## config.mk

```make
export PLATFORM = sky130hd
export DESIGN_NAME = timer16_capture_compare_unit
export DESIGN_NICKNAME = d
export VERILOG_FILES = /design/src/shared/tcc_pkg.sv /design/src/rtl/timer16_capture_compare_unit.sv /design/src/rtl/capture_filter.sv /design/src/rtl/compare_channel.sv
export VERILOG_INCLUDE_DIRS = /design/src /design/src/shared
export SDC_FILE = /design/constraint.sdc
export NUM_CORES = 1
export LEC_CHECK = 0
export BUFFER_PORTS_ARGS = -buffer_cell sky130_fd_sc_hd__buf_2
export CORE_ASPECT_RATIO = 1.1
export CORE_UTILIZATION = 64
export CTS_CLUSTER_DIAMETER = 100
export CTS_CLUSTER_SIZE = 25
export DETAILED_ROUTE_END_ITERATION = 8
export MAX_ROUTING_LAYER = met4
export PLACE_DENSITY = 0.94
export SETUP_SLACK_MARGIN = 0.3
export SLEW_MARGIN = 10
export SYNTH_ARGS = -nofsm -noshare
export SYNTH_HDL_FRONTEND = slang
export SYNTH_SLANG_ARGS = --single-unit
```

## constraint.sdc

```tcl
create_clock -name CLK_I -period 6.03 [get_ports CLK_I]
set_input_delay 1.206 -clock CLK_I [delete_from_list [all_inputs] [get_ports CLK_I]]
set_output_delay 1.206 -clock CLK_I [all_outputs]
set_load 0.1 [all_outputs]
```

## src/shared/tcc_defines.svh

```systemverilog
`ifndef TCC_DEFINES_SVH
`define TCC_DEFINES_SVH

// ==========================================
// Register byte offsets
`define TCC_CTRL_A 8'h00
`define TCC_CTRL_B 8'h04
`define TCC_FORCE 8'h08
`define TCC_CNT_L 8'h0C
`define TCC_CNT_H 8'h10
`define TCC_CAP_L 8'h14
`define TCC_CAP_H 8'h18
`define TCC_CMPA_L 8'h1C
`define TCC_CMPA_H 8'h20
`define TCC_CMPB_L 8'h24
`define TCC_CMPB_H 8'h28
`define TCC_IRQ_EN 8'h2C
`define TCC_FLAGS 8'h30
`define TCC_PORT 8'h34
// ==========================================
// Write masks and reset values
`define TCC_CTRL_A_MASK 8'hF3
`define TCC_CTRL_B_MASK 8'hD8
`define TCC_PORT_MASK 8'h3F
`define TCC_FLAG_MASK 8'h07
`define TCC_RST_BYTE 8'h00
`define TCC_FRC_A_BIT 7
`define TCC_FRC_B_BIT 6
// ==========================================
// Timing, tops, codes
`define TCC_FILTER_LEN 4
`define TCC_TOP_8 16'h00FF
`define TCC_TOP_9 16'h01FF
`define TCC_TOP_10 16'h03FF
`define TCC_TOP_MAX 16'hFFFF
`define TCC_OM_OFF 2'h0
`define TCC_OM_TOGGLE 2'h1
`define TCC_OM_CLEAR 2'h2
`define TCC_OM_SET 2'h3
`define TCC_RESP_OKAY 2'h0
`define TCC_RESP_SLVERR 2'h2
`endif

```

## src/shared/tcc_pkg.sv

```systemverilog
`include "tcc_defines.svh"
package tcc_pkg;
  typedef logic [3:0] wgm_t;
  typedef struct packed {
    logic [1:0] mode_a;
    logic [1:0] mode_b;
    logic [1:0] rsvd;
    logic [1:0] wgm_lo;
  } ctrl_a_t;
  typedef struct packed {
    logic filt_en;
    logic edge_rise;
    logic rsvd5;
    logic [1:0] wgm_hi;
    logic [2:0] rsvd;
  } ctrl_b_t;
  typedef struct packed {
    logic [1:0] rsvd;
    logic dir_b;
    logic val_b;
    logic dir_a;
    logic val_a;
    logic dir_cap;
    logic val_cap;
  } port_t;
  typedef struct packed {
    logic [4:0] rsvd;
    logic cmp_b;
    logic cmp_a;
    logic cap;
  } flags_t;

  // Normal, CTC on A, CTC on capture, reserved: all the rest are PWM
  function automatic logic is_pwm(input wgm_t w);
    return !(w == 4'h0 || w == 4'h4 || w == 4'hC || w == 4'hD);
  endfunction
  // Modes 8, 10, 12, 14 take top from the capture register
  function automatic logic icr_top(input wgm_t w);
    return w[3] & ~w[0];
  endfunction
  // Phase and frequency correct modes reload at the zero point
  function automatic logic load_at_zero(input wgm_t w);
    return w[3:1] == 3'h4;
  endfunction
  function automatic logic [15:0] top_value(input wgm_t w, input logic [15:0] cmpa,
                                            input logic [15:0] cap);
    case (w)
      4'h1, 4'h5: return `TCC_TOP_8;
      4'h2, 4'h6: return `TCC_TOP_9;
      4'h3, 4'h7: return `TCC_TOP_10;
      4'h4, 4'h9, 4'hB, 4'hF: return cmpa;
      4'h8, 4'hA, 4'hC, 4'hE: return cap;
      default: return `TCC_TOP_MAX;
    endcase
  endfunction
endpackage

```

## src/rtl/timer16_capture_compare_unit.sv

```systemverilog
`timescale 1ns/1ps
`include "tcc_defines.svh"
module timer16_capture_compare_unit
  import tcc_pkg::*;
(
  input wire logic CLK_I,
  input wire logic RST_I,
  input wire logic TICK_I,
  input wire logic CAP_PIN_I,
  input wire logic [2:0] IRQ_ACK_I,
  input wire logic [7:0] AWADDR_I,
  input wire logic AWVALID_I,
  output logic AWREADY_O,
  input wire logic [31:0] WDATA_I,
  input wire logic [3:0] WSTRB_I,
  input wire logic WVALID_I,
  output logic WREADY_O,
  output logic [1:0] BRESP_O,
  output logic BVALID_O,
  input wire logic BREADY_I,
  input wire logic [7:0] ARADDR_I,
  input wire logic ARVALID_I,
  output logic ARREADY_O,
  output logic [31:0] RDATA_O,
  output logic [1:0] RRESP_O,
  output logic RVALID_O,
  input wire logic RREADY_I,
  output logic CAP_PIN_O,
  output logic CAP_PIN_OE_O,
  output logic WAVE_A_O,
  output logic WAVE_A_OE_O,
  output logic WAVE_B_O,
  output logic WAVE_B_OE_O,
  output logic CAP_IRQ_O,
  output logic CMPA_IRQ_O,
  output logic CMPB_IRQ_O
);
  logic aw_full_reg;
  logic w_full_reg;
  logic [7:0] awaddr_reg;
  logic [7:0] wdata_reg;
  logic wlane_reg;
  logic aw_hs, w_hs, ar_hs, wr_do, we;
  ctrl_a_t ctrl_a_reg;
  ctrl_b_t ctrl_b_reg;
  port_t port_reg;
  flags_t irq_en_reg;
  flags_t flags_reg;
  logic [7:0] temp_reg;
  logic [15:0] cnt_reg;
  logic [15:0] cap_reg;
  logic block_reg;
  logic wave_a_reg, wave_b_reg;
  logic [7:0] rd_byte;
  logic rd_ok;
  wgm_t wgm;
  logic pwm, at_top, at_zero, load_buf;
  logic [15:0] top, cmpa_act, cmpa_cpu, cmpb_cpu;
  logic eq_a, eq_b, match_a, match_b, force_a, force_b;
  logic cap_edge, cap_src;
  logic [15:0] wr_word;

  function automatic logic addr_ok(input logic [7:0] a);
    return a[1:0] == 2'h0 && a <= `TCC_PORT;
  endfunction
  function automatic logic wsel(input logic w, input logic [7:0] a, input logic [7:0] off);
    return w && a == off;
  endfunction
  function automatic logic wave_next(input logic cur, input logic [1:0] mode,
                                     input logic pwm_m, input logic match,
                                     input logic frc, input logic top_hit);
    if (mode == `TCC_OM_OFF) return cur;
    if (!pwm_m) begin
      if (match || frc) begin
        case (mode)
          `TCC_OM_TOGGLE: return ~cur;
          `TCC_OM_CLEAR: return 1'b0;
          default: return 1'b1;
        endcase
      end
      return cur;
    end
    if (mode == `TCC_OM_TOGGLE) return cur;
    if (match) return mode == `TCC_OM_CLEAR;
    if (top_hit) return mode != `TCC_OM_CLEAR;
    return cur;
  endfunction

  // ==========================================
  // AXI4-Lite write channels
  assign aw_hs = AWVALID_I & AWREADY_O;
  assign w_hs = WVALID_I & WREADY_O;
  assign wr_do = aw_full_reg & w_full_reg & ~BVALID_O;
  assign we = wr_do & wlane_reg & addr_ok(awaddr_reg);
  assign wr_word = {temp_reg, wdata_reg};

  always_ff @(posedge CLK_I) begin
    if (RST_I) aw_full_reg <= 1'b0;
    else if (aw_hs) aw_full_reg <= 1'b1;
    else if (wr_do) aw_full_reg <= 1'b0;
  end
  always_ff @(posedge CLK_I) begin
    if (RST_I) w_full_reg <= 1'b0;
    else if (w_hs) w_full_reg <= 1'b1;
    else if (wr_do) w_full_reg <= 1'b0;
  end
  always_ff @(posedge CLK_I) begin
    if (RST_I) begin
      AWREADY_O <= 1'b0;
      WREADY_O <= 1'b0;
    end else begin
      AWREADY_O <= ~aw_hs & (~aw_full_reg | wr_do);
      WREADY_O <= ~w_hs & (~w_full_reg | wr_do);
    end
  end
  always_ff @(posedge CLK_I) begin
    if (RST_I) begin
      awaddr_reg <= 8'h00;
      wdata_reg <= 8'h00;
      wlane_reg <= 1'b0;
    end else begin
      if (aw_hs) awaddr_reg <= AWADDR_I;
      if (w_hs) begin
        wdata_reg <= WDATA_I[7:0];
        wlane_reg <= WSTRB_I[0];
      end
    end
  end
  always_ff @(posedge CLK_I) begin
    if (RST_I) begin
      BVALID_O <= 1'b0;
      BRESP_O <= `TCC_RESP_OKAY;
    end else if (wr_do) begin
      BVALID_O <= 1'b1;
      BRESP_O <= addr_ok(awaddr_reg) ? `TCC_RESP_OKAY : `TCC_RESP_SLVERR;
    end else if (BREADY_I) begin
      BVALID_O <= 1'b0;
    end
  end

  // ==========================================
  // AXI4-Lite read channels
  assign ar_hs = ARVALID_I & ARREADY_O;
  always_comb begin
    rd_byte = 8'h00;
    rd_ok = addr_ok(ARADDR_I);
    case (ARADDR_I)
      `TCC_CTRL_A: rd_byte = ctrl_a_reg;
      `TCC_CTRL_B: rd_byte = ctrl_b_reg;
      `TCC_CNT_L: rd_byte = cnt_reg[7:0];
      `TCC_CNT_H, `TCC_CAP_H: rd_byte = temp_reg;
      `TCC_CAP_L: rd_byte = cap_reg[7:0];
      `TCC_CMPA_L: rd_byte = cmpa_cpu[7:0];
      `TCC_CMPA_H: rd_byte = cmpa_cpu[15:8];
      `TCC_CMPB_L: rd_byte = cmpb_cpu[7:0];
      `TCC_CMPB_H: rd_byte = cmpb_cpu[15:8];
      `TCC_IRQ_EN: rd_byte = irq_en_reg;
      `TCC_FLAGS: rd_byte = flags_reg;
      `TCC_PORT: rd_byte = port_reg;
      default: rd_byte = 8'h00;
    endcase
  end
  always_ff @(posedge CLK_I) begin
    if (RST_I) ARREADY_O <= 1'b0;
    else ARREADY_O <= ~ar_hs & (~RVALID_O | RREADY_I);
  end
  always_ff @(posedge CLK_I) begin
    if (RST_I) begin
      RVALID_O <= 1'b0;
      RDATA_O <= 32'h00000000;
      RRESP_O <= `TCC_RESP_OKAY;
    end else if (ar_hs) begin
      RVALID_O <= 1'b1;
      RDATA_O <= {24'h000000, rd_byte};
      RRESP_O <= rd_ok ? `TCC_RESP_OKAY : `TCC_RESP_SLVERR;
    end else if (RREADY_I) begin
      RVALID_O <= 1'b0;
    end
  end

  // ==========================================
  // Control registers
  always_ff @(posedge CLK_I) begin
    if (RST_I) begin
      ctrl_a_reg <= `TCC_RST_BYTE;
      ctrl_b_reg <= `TCC_RST_BYTE;
      port_reg <= `TCC_RST_BYTE;
      irq_en_reg <= `TCC_RST_BYTE;
    end else begin
      if (wsel(we, awaddr_reg, `TCC_CTRL_A)) ctrl_a_reg <= wdata_reg & `TCC_CTRL_A_MASK;
      if (wsel(we, awaddr_reg, `TCC_CTRL_B)) ctrl_b_reg <= wdata_reg & `TCC_CTRL_B_MASK;
      if (wsel(we, awaddr_reg, `TCC_PORT)) port_reg <= wdata_reg & `TCC_PORT_MASK;
      if (wsel(we, awaddr_reg, `TCC_IRQ_EN)) irq_en_reg <= wdata_reg & `TCC_FLAG_MASK;
    end
  end
  assign wgm = {ctrl_b_reg.wgm_hi, ctrl_a_reg.wgm_lo};
  assign pwm = is_pwm(wgm);
  assign force_a = wsel(we, awaddr_reg, `TCC_FORCE) & wdata_reg[`TCC_FRC_A_BIT];
  assign force_b = wsel(we, awaddr_reg, `TCC_FORCE) & wdata_reg[`TCC_FRC_B_BIT];

  // ==========================================
  // Shared high-byte latch; write beats a same-cycle read
  always_ff @(posedge CLK_I) begin
    if (RST_I) temp_reg <= 8'h00;
    else if (we && (awaddr_reg == `TCC_CNT_H || awaddr_reg == `TCC_CAP_H ||
                    awaddr_reg == `TCC_CMPA_H || awaddr_reg == `TCC_CMPB_H))
      temp_reg <= wdata_reg;
    else if (ar_hs && ARADDR_I == `TCC_CNT_L) temp_reg <= cnt_reg[15:8];
    else if (ar_hs && ARADDR_I == `TCC_CAP_L) temp_reg <= cap_reg[15:8];
  end

  // ==========================================
  // Counter, simple up count to top
  assign top = top_value(wgm, cmpa_act, cap_reg);
  assign at_top = TICK_I & (cnt_reg == top);
  assign at_zero = TICK_I & (cnt_reg == 16'h0000);
  assign load_buf = pwm & (load_at_zero(wgm) ? at_zero : at_top);
  always_ff @(posedge CLK_I) begin
    if (RST_I) cnt_reg <= 16'h0000;
    else if (wsel(we, awaddr_reg, `TCC_CNT_L)) cnt_reg <= wr_word;
    else if (at_top) cnt_reg <= 16'h0000;
    else if (TICK_I) cnt_reg <= cnt_reg + 16'h0001;
  end
  // Holds until the next tick, so a stopped timer still blocks
  always_ff @(posedge CLK_I) begin
    if (RST_I) block_reg <= 1'b0;
    else if (wsel(we, awaddr_reg, `TCC_CNT_L)) block_reg <= 1'b1;
    else if (TICK_I) block_reg <= 1'b0;
  end

  // ==========================================
  // Compare channels
  compare_channel u_cmp_a (
    .clk_i(CLK_I),
    .rst_i(RST_I),
    .wr_i(wsel(we, awaddr_reg, `TCC_CMPA_L)),
    .wr_data_i(wr_word),
    .buffered_i(pwm),
    .load_i(load_buf),
    .count_i(cnt_reg),
    .active_o(cmpa_act),
    .cpu_o(cmpa_cpu),
    .equal_o(eq_a)
  );
  compare_channel u_cmp_b (
    .clk_i(CLK_I),
    .rst_i(RST_I),
    .wr_i(wsel(we, awaddr_reg, `TCC_CMPB_L)),
    .wr_data_i(wr_word),
    .buffered_i(pwm),
    .load_i(load_buf),
    .count_i(cnt_reg),
    .active_o(),
    .cpu_o(cmpb_cpu),
    .equal_o(eq_b)
  );
  assign match_a = TICK_I & eq_a & ~block_reg;
  assign match_b = TICK_I & eq_b & ~block_reg;

  // ==========================================
  // Capture path; output modes stay out of it
  assign cap_src = port_reg.dir_cap ? port_reg.val_cap : CAP_PIN_I;
  capture_filter u_filter (
    .clk_i(CLK_I),
    .rst_i(RST_I),
    .pin_i(cap_src),
    .filt_en_i(ctrl_b_reg.filt_en),
    .edge_rise_i(ctrl_b_reg.edge_rise),
    .enable_i(~icr_top(wgm)),
    .edge_o(cap_edge)
  );
  always_ff @(posedge CLK_I) begin
    if (RST_I) cap_reg <= 16'h0000;
    else if (cap_edge) cap_reg <= cnt_reg;
    else if (icr_top(wgm) && wsel(we, awaddr_reg, `TCC_CAP_L)) cap_reg <= wr_word;
  end

  // ==========================================
  // Flags: hardware set wins over a same-cycle clear
  always_ff @(posedge CLK_I) begin
    if (RST_I) flags_reg <= `TCC_RST_BYTE;
    else begin
      flags_reg.cap <= cap_edge | (flags_reg.cap & ~IRQ_ACK_I[0] &
        ~(wsel(we, awaddr_reg, `TCC_FLAGS) & wdata_reg[0]));
      flags_reg.cmp_a <= match_a | (flags_reg.cmp_a & ~IRQ_ACK_I[1] &
        ~(wsel(we, awaddr_reg, `TCC_FLAGS) & wdata_reg[1]));
      flags_reg.cmp_b <= match_b | (flags_reg.cmp_b & ~IRQ_ACK_I[2] &
        ~(wsel(we, awaddr_reg, `TCC_FLAGS) & wdata_reg[2]));
    end
  end
  always_ff @(posedge CLK_I) begin
    if (RST_I) begin
      CAP_IRQ_O <= 1'b0;
      CMPA_IRQ_O <= 1'b0;
      CMPB_IRQ_O <= 1'b0;
    end else begin
      CAP_IRQ_O <= flags_reg.cap & irq_en_reg.cap;
      CMPA_IRQ_O <= flags_reg.cmp_a & irq_en_reg.cmp_a;
      CMPB_IRQ_O <= flags_reg.cmp_b & irq_en_reg.cmp_b;
    end
  end

  // ==========================================
  // Waveform state, untouched by mode changes
  always_ff @(posedge CLK_I) begin
    if (RST_I) begin
      wave_a_reg <= 1'b0;
      wave_b_reg <= 1'b0;
    end else begin
      wave_a_reg <= wave_next(wave_a_reg, ctrl_a_reg.mode_a, pwm, match_a, force_a, at_top);
      wave_b_reg <= wave_next(wave_b_reg, ctrl_a_reg.mode_b, pwm, match_b, force_b, at_top);
    end
  end
  always_ff @(posedge CLK_I) begin
    if (RST_I) begin
      WAVE_A_O <= 1'b0;
      WAVE_A_OE_O <= 1'b0;
      WAVE_B_O <= 1'b0;
      WAVE_B_OE_O <= 1'b0;
      CAP_PIN_O <= 1'b0;
      CAP_PIN_OE_O <= 1'b0;
    end else begin
      WAVE_A_O <= (ctrl_a_reg.mode_a != `TCC_OM_OFF) ? wave_a_reg : port_reg.val_a;
      WAVE_A_OE_O <= port_reg.dir_a;
      WAVE_B_O <= (ctrl_a_reg.mode_b != `TCC_OM_OFF) ? wave_b_reg : port_reg.val_b;
      WAVE_B_OE_O <= port_reg.dir_b;
      CAP_PIN_O <= port_reg.val_cap;
      CAP_PIN_OE_O <= port_reg.dir_cap;
    end
  end

  // ==========================================
  // Checks
  a_capture_copy: assert property (@(posedge CLK_I) disable iff (RST_I)
    cap_edge |=> cap_reg == $past(cnt_reg) && flags_reg.cap)
    else $error("capture did not copy counter and set flag");
  a_capture_off: assert property (@(posedge CLK_I) disable iff (RST_I)
    icr_top(wgm) && $past(icr_top(wgm)) |-> !cap_edge)
    else $error("capture fired while capture register defines top");
  a_match_flag: assert property (@(posedge CLK_I) disable iff (RST_I)
    match_a |=> flags_reg.cmp_a)
    else $error("compare match did not set flag");
  a_match_block: assert property (@(posedge CLK_I) disable iff (RST_I)
    TICK_I && block_reg |=> !$rose(flags_reg.cmp_a) && !$rose(flags_reg.cmp_b))
    else $error("match not blocked after counter write");
  a_force_noflag: assert property (@(posedge CLK_I) disable iff (RST_I)
    force_a && !match_a |=> !$rose(flags_reg.cmp_a))
    else $error("force strobe set the compare flag");
  a_force_toggle: assert property (@(posedge CLK_I) disable iff (RST_I)
    force_a && !pwm && ctrl_a_reg.mode_a == `TCC_OM_TOGGLE |=> wave_a_reg != $past(wave_a_reg))
    else $error("force strobe did not toggle output");
  a_mode_zero: assert property (@(posedge CLK_I) disable iff (RST_I)
    ctrl_a_reg.mode_a == `TCC_OM_OFF |=> $stable(wave_a_reg))
    else $error("output state moved with output mode zero");
  a_pin_override: assert property (@(posedge CLK_I) disable iff (RST_I)
    ctrl_a_reg.mode_a != `TCC_OM_OFF |=> WAVE_A_O == $past(wave_a_reg))
    else $error("waveform did not override port value");
  a_flag_ack: assert property (@(posedge CLK_I) disable iff (RST_I)
    IRQ_ACK_I[1] && !match_a |=> !flags_reg.cmp_a)
    else $error("service did not clear compare flag");
  a_low_write: assert property (@(posedge CLK_I) disable iff (RST_I)
    wsel(we, awaddr_reg, `TCC_CMPA_L) && !pwm |=> cmpa_act == $past(wr_word))
    else $error("low byte write did not load all sixteen bits");
endmodule

```

## src/rtl/capture_filter.sv

```systemverilog
`timescale 1ns/1ps
`include "tcc_defines.svh"
module capture_filter #(
  parameter int LEN = `TCC_FILTER_LEN
) (
  input wire logic clk_i,
  input wire logic rst_i,
  input wire logic pin_i,
  input wire logic filt_en_i,
  input wire logic edge_rise_i,
  input wire logic enable_i,
  output logic edge_o
);
  logic [2:0] sync_reg;
  logic level_reg;
  logic [LEN-1:0] hist_reg;
  logic filt_reg;
  logic prev_reg;
  logic det_in;

  // ==========================================
  // Synchroniser
  always_ff @(posedge clk_i) begin
    if (rst_i) sync_reg <= 3'h0;
    else sync_reg <= {sync_reg[1:0], pin_i};
  end
  always_ff @(posedge clk_i) begin
    if (rst_i) level_reg <= 1'b0;
    else if (sync_reg[1] == sync_reg[2]) level_reg <= sync_reg[2];
  end
  // ==========================================
  // Four-sample filter on the system clock
  always_ff @(posedge clk_i) begin
    if (rst_i) hist_reg <= '0;
    else hist_reg <= {hist_reg[LEN-2:0], level_reg};
  end
  always_ff @(posedge clk_i) begin
    if (rst_i) filt_reg <= 1'b0;
    else if (&hist_reg || ~|hist_reg) filt_reg <= hist_reg[0];
  end
  assign det_in = filt_en_i ? filt_reg : level_reg;
  // ==========================================
  // Edge detector
  always_ff @(posedge clk_i) begin
    if (rst_i) prev_reg <= 1'b0;
    else prev_reg <= det_in;
  end
  // Switching the filter can fake an edge; software clears the flag after
  always_ff @(posedge clk_i) begin
    if (rst_i) edge_o <= 1'b0;
    else edge_o <= enable_i & (edge_rise_i ? det_in & ~prev_reg : ~det_in & prev_reg);
  end

  a_filter_settle: assert property (@(posedge clk_i) disable iff (rst_i)
    level_reg [*5] |=> filt_reg)
    else $error("filter did not follow a steady high input");
endmodule

```

## src/rtl/compare_channel.sv

```systemverilog
`timescale 1ns/1ps
module compare_channel (
  input wire logic clk_i,
  input wire logic rst_i,
  input wire logic wr_i,
  input wire logic [15:0] wr_data_i,
  input wire logic buffered_i,
  input wire logic load_i,
  input wire logic [15:0] count_i,
  output logic [15:0] active_o,
  output logic [15:0] cpu_o,
  output logic equal_o
);
  logic [15:0] buf_reg;
  logic [15:0] act_reg;

  // Buffer tracks unbuffered writes too, so a mode switch starts sane
  always_ff @(posedge clk_i) begin
    if (rst_i) buf_reg <= 16'h0000;
    else if (wr_i) buf_reg <= wr_data_i;
  end
  always_ff @(posedge clk_i) begin
    if (rst_i) act_reg <= 16'h0000;
    else if (wr_i && !buffered_i) act_reg <= wr_data_i;
    else if (buffered_i && load_i) act_reg <= buf_reg;
  end
  assign active_o = act_reg;
  assign cpu_o = buffered_i ? buf_reg : act_reg;
  assign equal_o = count_i == act_reg;

  a_buffer_hold: assert property (@(posedge clk_i) disable iff (rst_i)
    buffered_i && !load_i |=> $stable(act_reg))
    else $error("active compare value moved outside a reload");
endmodule

```

==> results of run 1 <==
cells in the final DEF, fill, tap and decap left out, types with 5 or more instances in the layout:
master,n
and3_1,15
mux2_2,5
a221oi_1,31
o21ai_0,51
a31oi_1,10
xor2_1,38
nor3_1,28
dfxtp_1,183
nand3_1,16
and2_1,6
nand3b_1,14
a22oi_1,13
clkbuf_16,17
nor4b_1,5
buf_4,11
conb_1,26
mux2i_1,74
buf_2,59
nand2_1,193
or4_1,5
a21oi_1,101
nor2_1,146
a311oi_1,13
nor2b_1,30
nor4_1,14
o22ai_1,10
nand2b_1,17
nand4_1,5
a211oi_1,27
a222oi_1,6
xnor2_1,5
inv_1,17
cell families after synthesis:
kind of cell | count (synthesis) | share of synthesized area (%)
AND/OR/NAND/NOR | 505 | 23.6
AO/OA/AOI/OAI | 298 | 19.7
flip-flops | 183 | 37.2
buffers and inverters | 153 | 7.28
multiplexers | 79 | 8.10
XOR/XNOR | 43 | 3.83
adder cells (fa/ha/maj) | 2 | 0.254
other | 1 | 0.0381
layout make-up:
class | count | share of cell area, %
clock buffers | 17 | 4.03
repair buffers | 70 | 3.58
multi-input cells | 953 | 53.0
clock inverters | 14 | 1.78
flip-flops and latches | 183 | 34.7
inverters | 17 | 0.605
well taps | 196 | 2.32
metrics by stage:
step                      instances  total power, W  hold WS (ns)  utilization [%]  setup slack, ns
after CTS                      1450         0.00265         0.458             70.1             1.76
final                          1450         0.00266         0.460             70.1             1.67
after floorplan                1289         0.00147         0.414                -             3.05
after global routing           1450         0.00272         0.470             70.1             1.24
after detailed placement       1419         0.00151         0.424             66.0             1.79
after global placement         1419         0.00151         0.426             66.0             1.81
metal layers:
| layer | track usage (%) | wire [um] |
|---|---|---|
| met1 | 49.1 | 11400 |
| met2 | 56.6 | 13100 |
| met3 | 10.9 | 3970 |
| met4 | 28.1 | 2190 |
| met5 | - | 0 |
power groups by stage:
stage | sequential (W) | combinational (W) | clock, W
2_1_floorplan | 0.00131 | 0.000167 | 0
3_3_place_gp | 0.00128 | 0.000227 | 0
3_5_place_dp | 0.00128 | 0.000230 | 0
4_1_cts | 0.00125 | 0.000231 | 0.00117
5_1_grt | 0.00126 | 0.000245 | 0.00122
6_report | 0.00126 | 0.000233 | 0.00117
worst reg2reg max path, delay by kind of cell (launching register included):
| kind | cells | cell delay [ns] |
|---|---|---|
| AND/OR/NAND/NOR | 5 | 2.17 |
| flip-flops | 1 | 0.92 |
| AO/OA/AOI/OAI | 3 | 0.65 |
| buffers and inverters | 1 | 0.38 |
| XOR/XNOR | 1 | 0.10 |
worst paths after layout:
| check | startpoint | slack, ns | to |
|---|---|---|---|
| worst min-delay path | block_reg | 0.46 | block_reg |
| worst max-delay path | ctrl_a_reg[0] | 1.67 | cnt_reg[3] |
| worst min register to register | block_reg | 0.46 | block_reg |
| worst max register to register | ctrl_a_reg[0] | 1.67 | cnt_reg[3] |
==> qor.csv, run 1 <==
metric;value;unit
fillers;1175;
hold_buffers;0;
track_usage;40.1;%
critPathBufInv;1;
synth_top_area_share;37.2;%
synth_edf_count;0;
core-area;0.0151;sq mm
place_congestion;1.04;
power_frac_seq;47.3;%
fin_tns_setup;0;ns
clock.fmax;229;MHz
crit_required;6.33;ns
synth_area;0.00984;sq mm
viasPerCell;6.72;
synth_ff_type;dfxtp_1;
dr.pass1.iters;9;
cts_setup_buffers;0;
hold_depth;2;
drc;3;
fin_skew;0.0118;ns
synth_area_leader_cell;dfxtp_1;
num_rows;47;
outcome;finished, violations left;
rr_worst_depth;10;
ys_ff_latch;183;
antenna_left;0;
grt_pass1_vias;8921;
cp-start-kind;flip-flop;
grt-ovfl-total;0;
cts_inserted_buffers;17;
cp_cell_sequence;buf_4 -> and3_1 -> a21oi_1 -> o22ai_1 -> xor2_1 -> nor4_1 -> and3_1 -> nor2_1 -> a221oi_1 -> nor3_1;
maxCapViolCount;0;
p_int;0.00190;W
yosys-top-cells-area;dfxtp_1, mux2i_1, nand2_1;
syn_area_per_cell;7.79;sq um
clock_path_buffers;2;
hold_viol;0;
post-dp-hpwl;20.6;mm
finalCritPeriodShare;72.3;%
tritoncts;done;
seq_area_frac_synth;37.2;%
setup_viol;0;
io_buffers;60;
htreeDepth;4;
cts_root_buf;clkbuf_16;
vias;9747;
crit_cells;10;
path_delay_family;simple AND/OR/NAND/NOR gates;
drt-total-wl;30.6;mm
cts_resized;0;
die-area;0.0159;sq mm
crit_fanout;29;
slowest_delay;0.92;ns
synth_commonest_cells;nand2_1, dfxtp_1, nor2_1;
fin_crit;4.36;ns
relSlewSlack;20.2;%
drive_gt1_share;9.09;%
antenna_cells;0;
seq_area;0.00366;sq mm
async_flop_share;0;%
grt_max_degree;99;
hold_class;flip-flop to flip-flop;
place_area;0.00994;sq mm
path_class;flip-flop to flip-flop;
worstMarginPinSlew;1.19;ns
power.density;252;mW/mm^2
netlist-cell-type-count;60;
syn_to_final_growth;7.17;%
wl_per_cell;21.1;um
path_clk_slew;0.07;ns
fin_nets;1308;
drv_slew;0;
antenna_found_initial;0;
synth_most_common_cell;nand2_1;
endpoint_kind;flip-flop;
cp_slowest_cell;dfxtp_1;
drt-initial-drc-count;1287;
combPwrFrac;8.8;%
clockPowerShare;44.0;%
netSwitchingFraction;28.6;%
cts.sinks;183;
die_h;132;um
yosys_warnings;0;
final_cell_area;0.0106;sq mm
grt_setup_unrepaired;no;
die_width;120;um
violations;DRC;
initial_core_util;65.4;%
grt_pass1_wl;47.7;mm
ir_drop;0.000196;V
cellLeakagePower;4.07;nW
clk_latency;0.45;ns
power.switching;0.000759;W
multi_input_area;0.00559;sq mm
pin_count;114;
syn_inst;1264;
worst_ep_arrival_time;4.66;ns
crit_top_cell;and3_1;
No activity file was read; power rests on OpenSTA's default activity.
==> run 2, diff against run 1 <==
--- a/config.mk
+++ b/config.mk
@@ -8,12 +8,12 @@
 export LEC_CHECK = 0
 export BUFFER_PORTS_ARGS = -buffer_cell sky130_fd_sc_hd__buf_2
 export CORE_ASPECT_RATIO = 1.1
-export CORE_UTILIZATION = 64
+export CORE_UTILIZATION = 53
 export CTS_CLUSTER_DIAMETER = 100
 export CTS_CLUSTER_SIZE = 25
 export DETAILED_ROUTE_END_ITERATION = 8
 export MAX_ROUTING_LAYER = met4
-export PLACE_DENSITY = 0.94
+export PLACE_DENSITY = 0.84
 export SETUP_SLACK_MARGIN = 0.3
 export SLEW_MARGIN = 10
 export SYNTH_ARGS = -nofsm -noshare
==> constraint.sdc (replaced) <==
create_clock -name CLK_I -period 3.7 [get_ports CLK_I]
set_input_delay 0.74 -clock CLK_I [delete_from_list [all_inputs] [get_ports CLK_I]]
set_output_delay 0.74 -clock CLK_I [all_outputs]
set_load 0.1 [all_outputs]
==> run 2 against run 1 <==
- the flow now finishes without violations
- sequential share of layout area shrank 1.1 points
- clock-buffer cell count grew 3
- combinational power grew 67%
- wire length grew 0.89%
- final cell count grew 5.2%
- via count grew 0.46%
- die area grew 20%
- global-route usage shrank 7.3 points
- critical path type unchanged
==> qor.csv, run 2 (same netlist as run 1, synthesis figures left out) <==
metric;value;unit;change
path_delay_family;simple AND/OR/NAND/NOR gates;;unchanged
fin_tns_setup;0;ns;unchanged
hold_buffers;0;;unchanged
worst_ep_arrival_time;3.61;ns;was 4.66 ns
die_width;132;um;was 120 um
die_h;145;um;was 132 um
grt_setup_unrepaired;no;;unchanged
pin_count;114;;unchanged
viasPerCell;6.42;;was 6.72
hold_class;flip-flop to flip-flop;;unchanged
drive_gt1_share;11.6;%;was 9.09%
track_usage;32.7;%;was 40.1%
clockPowerShare;42.5;%;was 44.0%
power_frac_seq;48.3;%;was 47.3%
grt_max_degree;111;;was 99
power.switching;0.00118;W;was 0.000759 W
clock.fmax;308;MHz;was 229 MHz
cp-start-kind;flip-flop;;unchanged
core-area;0.0179;sq mm;was 0.0151 sq mm
ir_drop;0.000357;V;was 0.000196 V
slowest_delay;0.78;ns;was 0.92 ns
worstMarginPinSlew;1.11;ns;was 1.19 ns
netSwitchingFraction;27.9;%;was 28.6%
dr.pass1.iters;6;;was 9
r2r_end;wave_b_reg;;was cnt_reg[3]
io_buffers;60;;unchanged
initial_core_util;54.9;%;was 65.4%
outcome;finished, final reports clean;;was finished, violations left
fillers;1548;;was 1175
crit_required;4.07;ns;was 6.33 ns
cts_setup_buffers;0;;unchanged
clock_path_buffers;2;;unchanged
vias;9792;;was 9747
clk_latency;0.44;ns;was 0.45 ns
endpoint_kind;flip-flop;;unchanged
final_cell_area;0.0109;sq mm;was 0.0106 sq mm
fin_crit;3.24;ns;was 4.36 ns
drt-initial-drc-count;1463;;was 1287
maxCapViolCount;0;;unchanged
path_class;flip-flop to flip-flop;;unchanged
layout_common_cells;nand2_1, dfxtp_1, nor2_1;;unchanged
path_clk_slew;0.07;ns;about the same
drv_slew;0;;unchanged
drc;0;;was 3
grt_pass1_wl;47.3;mm;was 47.7 mm
tritoncts;done;;unchanged
rrSetupSlack;0.46;ns;was 1.67 ns
cp-endpoint;wave_b_reg;;was cnt_reg[3]
place_inst;1494;;was 1419
crit_cells;10;;unchanged
place_congestion;1.07;;was 1.04
grt_pass1_vias;8668;;was 8921
cp_cell_sequence;or4b_2 -> nor2_1 -> a21oi_1 -> xnor2_1 -> nor4_1 -> and3_1 -> buf_4 -> nor3_1 -> or4_1 -> o21ai_1;;was buf_4 -> and3_1 -> a21oi_1 -> o22ai_1 -> xor2_1 -> nor4_1 -> and3_1 -> nor2_1 -> a221oi_1 -> nor3_1
hold_viol;0;;unchanged
setup_viol;0;;unchanged
place_area;0.0103;sq mm;was 0.00994 sq mm
rr_worst_depth;10;;unchanged
htreeDepth;4;;unchanged
critPathBufInv;1;;unchanged
layout_commonest_cell;nand2_1;;unchanged
post-dp-hpwl;21.5;mm;was 20.6 mm
fin_nets;1341;;was 1308
num_rows;51;;was 47
grt_use_met2;48.6;%;was 56.6%
busiest_layer;met2;;unchanged
cp_slowest_cell;or4b_2;;was dfxtp_1
crit_fanout;17;;was 29
combPwrFrac;9.2;%;was 8.8%
die-area;0.0191;sq mm;was 0.0159 sq mm
startpoint;ctrl_b_reg[4];;was ctrl_a_reg[0]
wl_per_cell;20.3;um;was 21.1 um
cellLeakagePower;4.26;nW;was 4.07 nW
cts_root_buf;clkbuf_16;;unchanged
grtUsageMet1;39.9;%;was 49.1%
timing.rr.start;ctrl_b_reg[4];;was ctrl_a_reg[0]
use_met3;8.04;%;was 10.9%
antenna_found_initial;0;;unchanged
antenna_left;0;;unchanged
finalCritPeriodShare;87.6;%;was 72.3%
cts_inserted_buffers;17;;unchanged
fin_skew;0.0124;ns;was 0.0118 ns
fin_cells;1525;;was 1450
antenna_cells;0;;unchanged
syn_to_final_growth;10.6;%;was 7.17%
cts.sinks;183;;unchanged
power.density;388;mW/mm^2;was 252 mW/mm^2
p_int;0.00304;W;was 0.00190 W
relSlewSlack;25.7;%;was 20.2%
drt-total-wl;30.9;mm;was 30.6 mm
grt-ovfl-total;0;;unchanged
post-route-util;60.7;%;was 70.1%
[run 2: metrics by stage]
stage                     power, W  hold slack, ns  worst slack (ns)
after global placement     0.00246           0.423             0.397
final                      0.00422           0.460             0.458
after CTS                  0.00422           0.460             0.338
after detailed placement   0.00247           0.449             0.335
after global routing       0.00431           0.482             0.330
after floorplan            0.00240           0.414             0.878
[run 2: worst min path at each step]
stage                                       to  depth (start not counted)            startpoint  slack, ns
after floorplan           u_filter.sync_reg[1]                          1  u_filter.sync_reg[0]       0.41
after global placement    u_filter.sync_reg[1]                          1  u_filter.sync_reg[0]       0.42
after detailed placement             block_reg                          2             block_reg       0.45
after CTS                            block_reg                          2             block_reg       0.46
after global routing       u_cmp_a.buf_reg[10]                          2   u_cmp_a.buf_reg[10]       0.48
final                     u_filter.sync_reg[1]                          1  u_filter.sync_reg[0]       0.46
[run 2: layout make-up]
class                           count  area (sq um)  share of cell area, %
Sequential cell                   183          3660                   33.7
Tap cell                          238           298                   2.74
Clock inverter                     11           118                   1.08
Timing Repair Buffer              103           688                   6.32
Multi-Input combinational cell    953          5600                   51.4
Inverter                           17          63.8                  0.586
Clock buffer                       20           457                   4.20
[run 2: routing by layer]
metal  vias up  part of all wire (%)  wire length [um]
met5         -                     0                 0
met4         0                   6.3              1950
met3       165                    11              3350
met2       651                    44             13700
met1      4560                    39             11900
li1       4416                     -                 -
[run 2: worst register-to-register path, stage by stage, from the launching register on]
cell	delay, ns
dfxtp_1	0.46
or4b_2	0.78
nor2_1	0.13
a21oi_1	0.06
xnor2_1	0.15
nor4_1	0.40
and3_1	0.26
buf_4	0.24
nor3_1	0.10
or4_1	0.47
o21ai_1	0.12
[run 2: power groups by stage]
stage | Clock [W] | Combinational [W] | Sequential [W]
after floorplan | 0 | 0.000273 | 0.00213
after CTS | 0.00180 | 0.000386 | 0.00204
after detailed placement | 0 | 0.000384 | 0.00208
after global placement | 0 | 0.000381 | 0.00208
after global routing | 0.00187 | 0.000408 | 0.00204
final | 0.00180 | 0.000390 | 0.00204
[run 2: timing repair]
item,CTS,global route
resized for setup,0,3
setup endpoints to repair,0,49
endpoints found under the hold margin,0,0
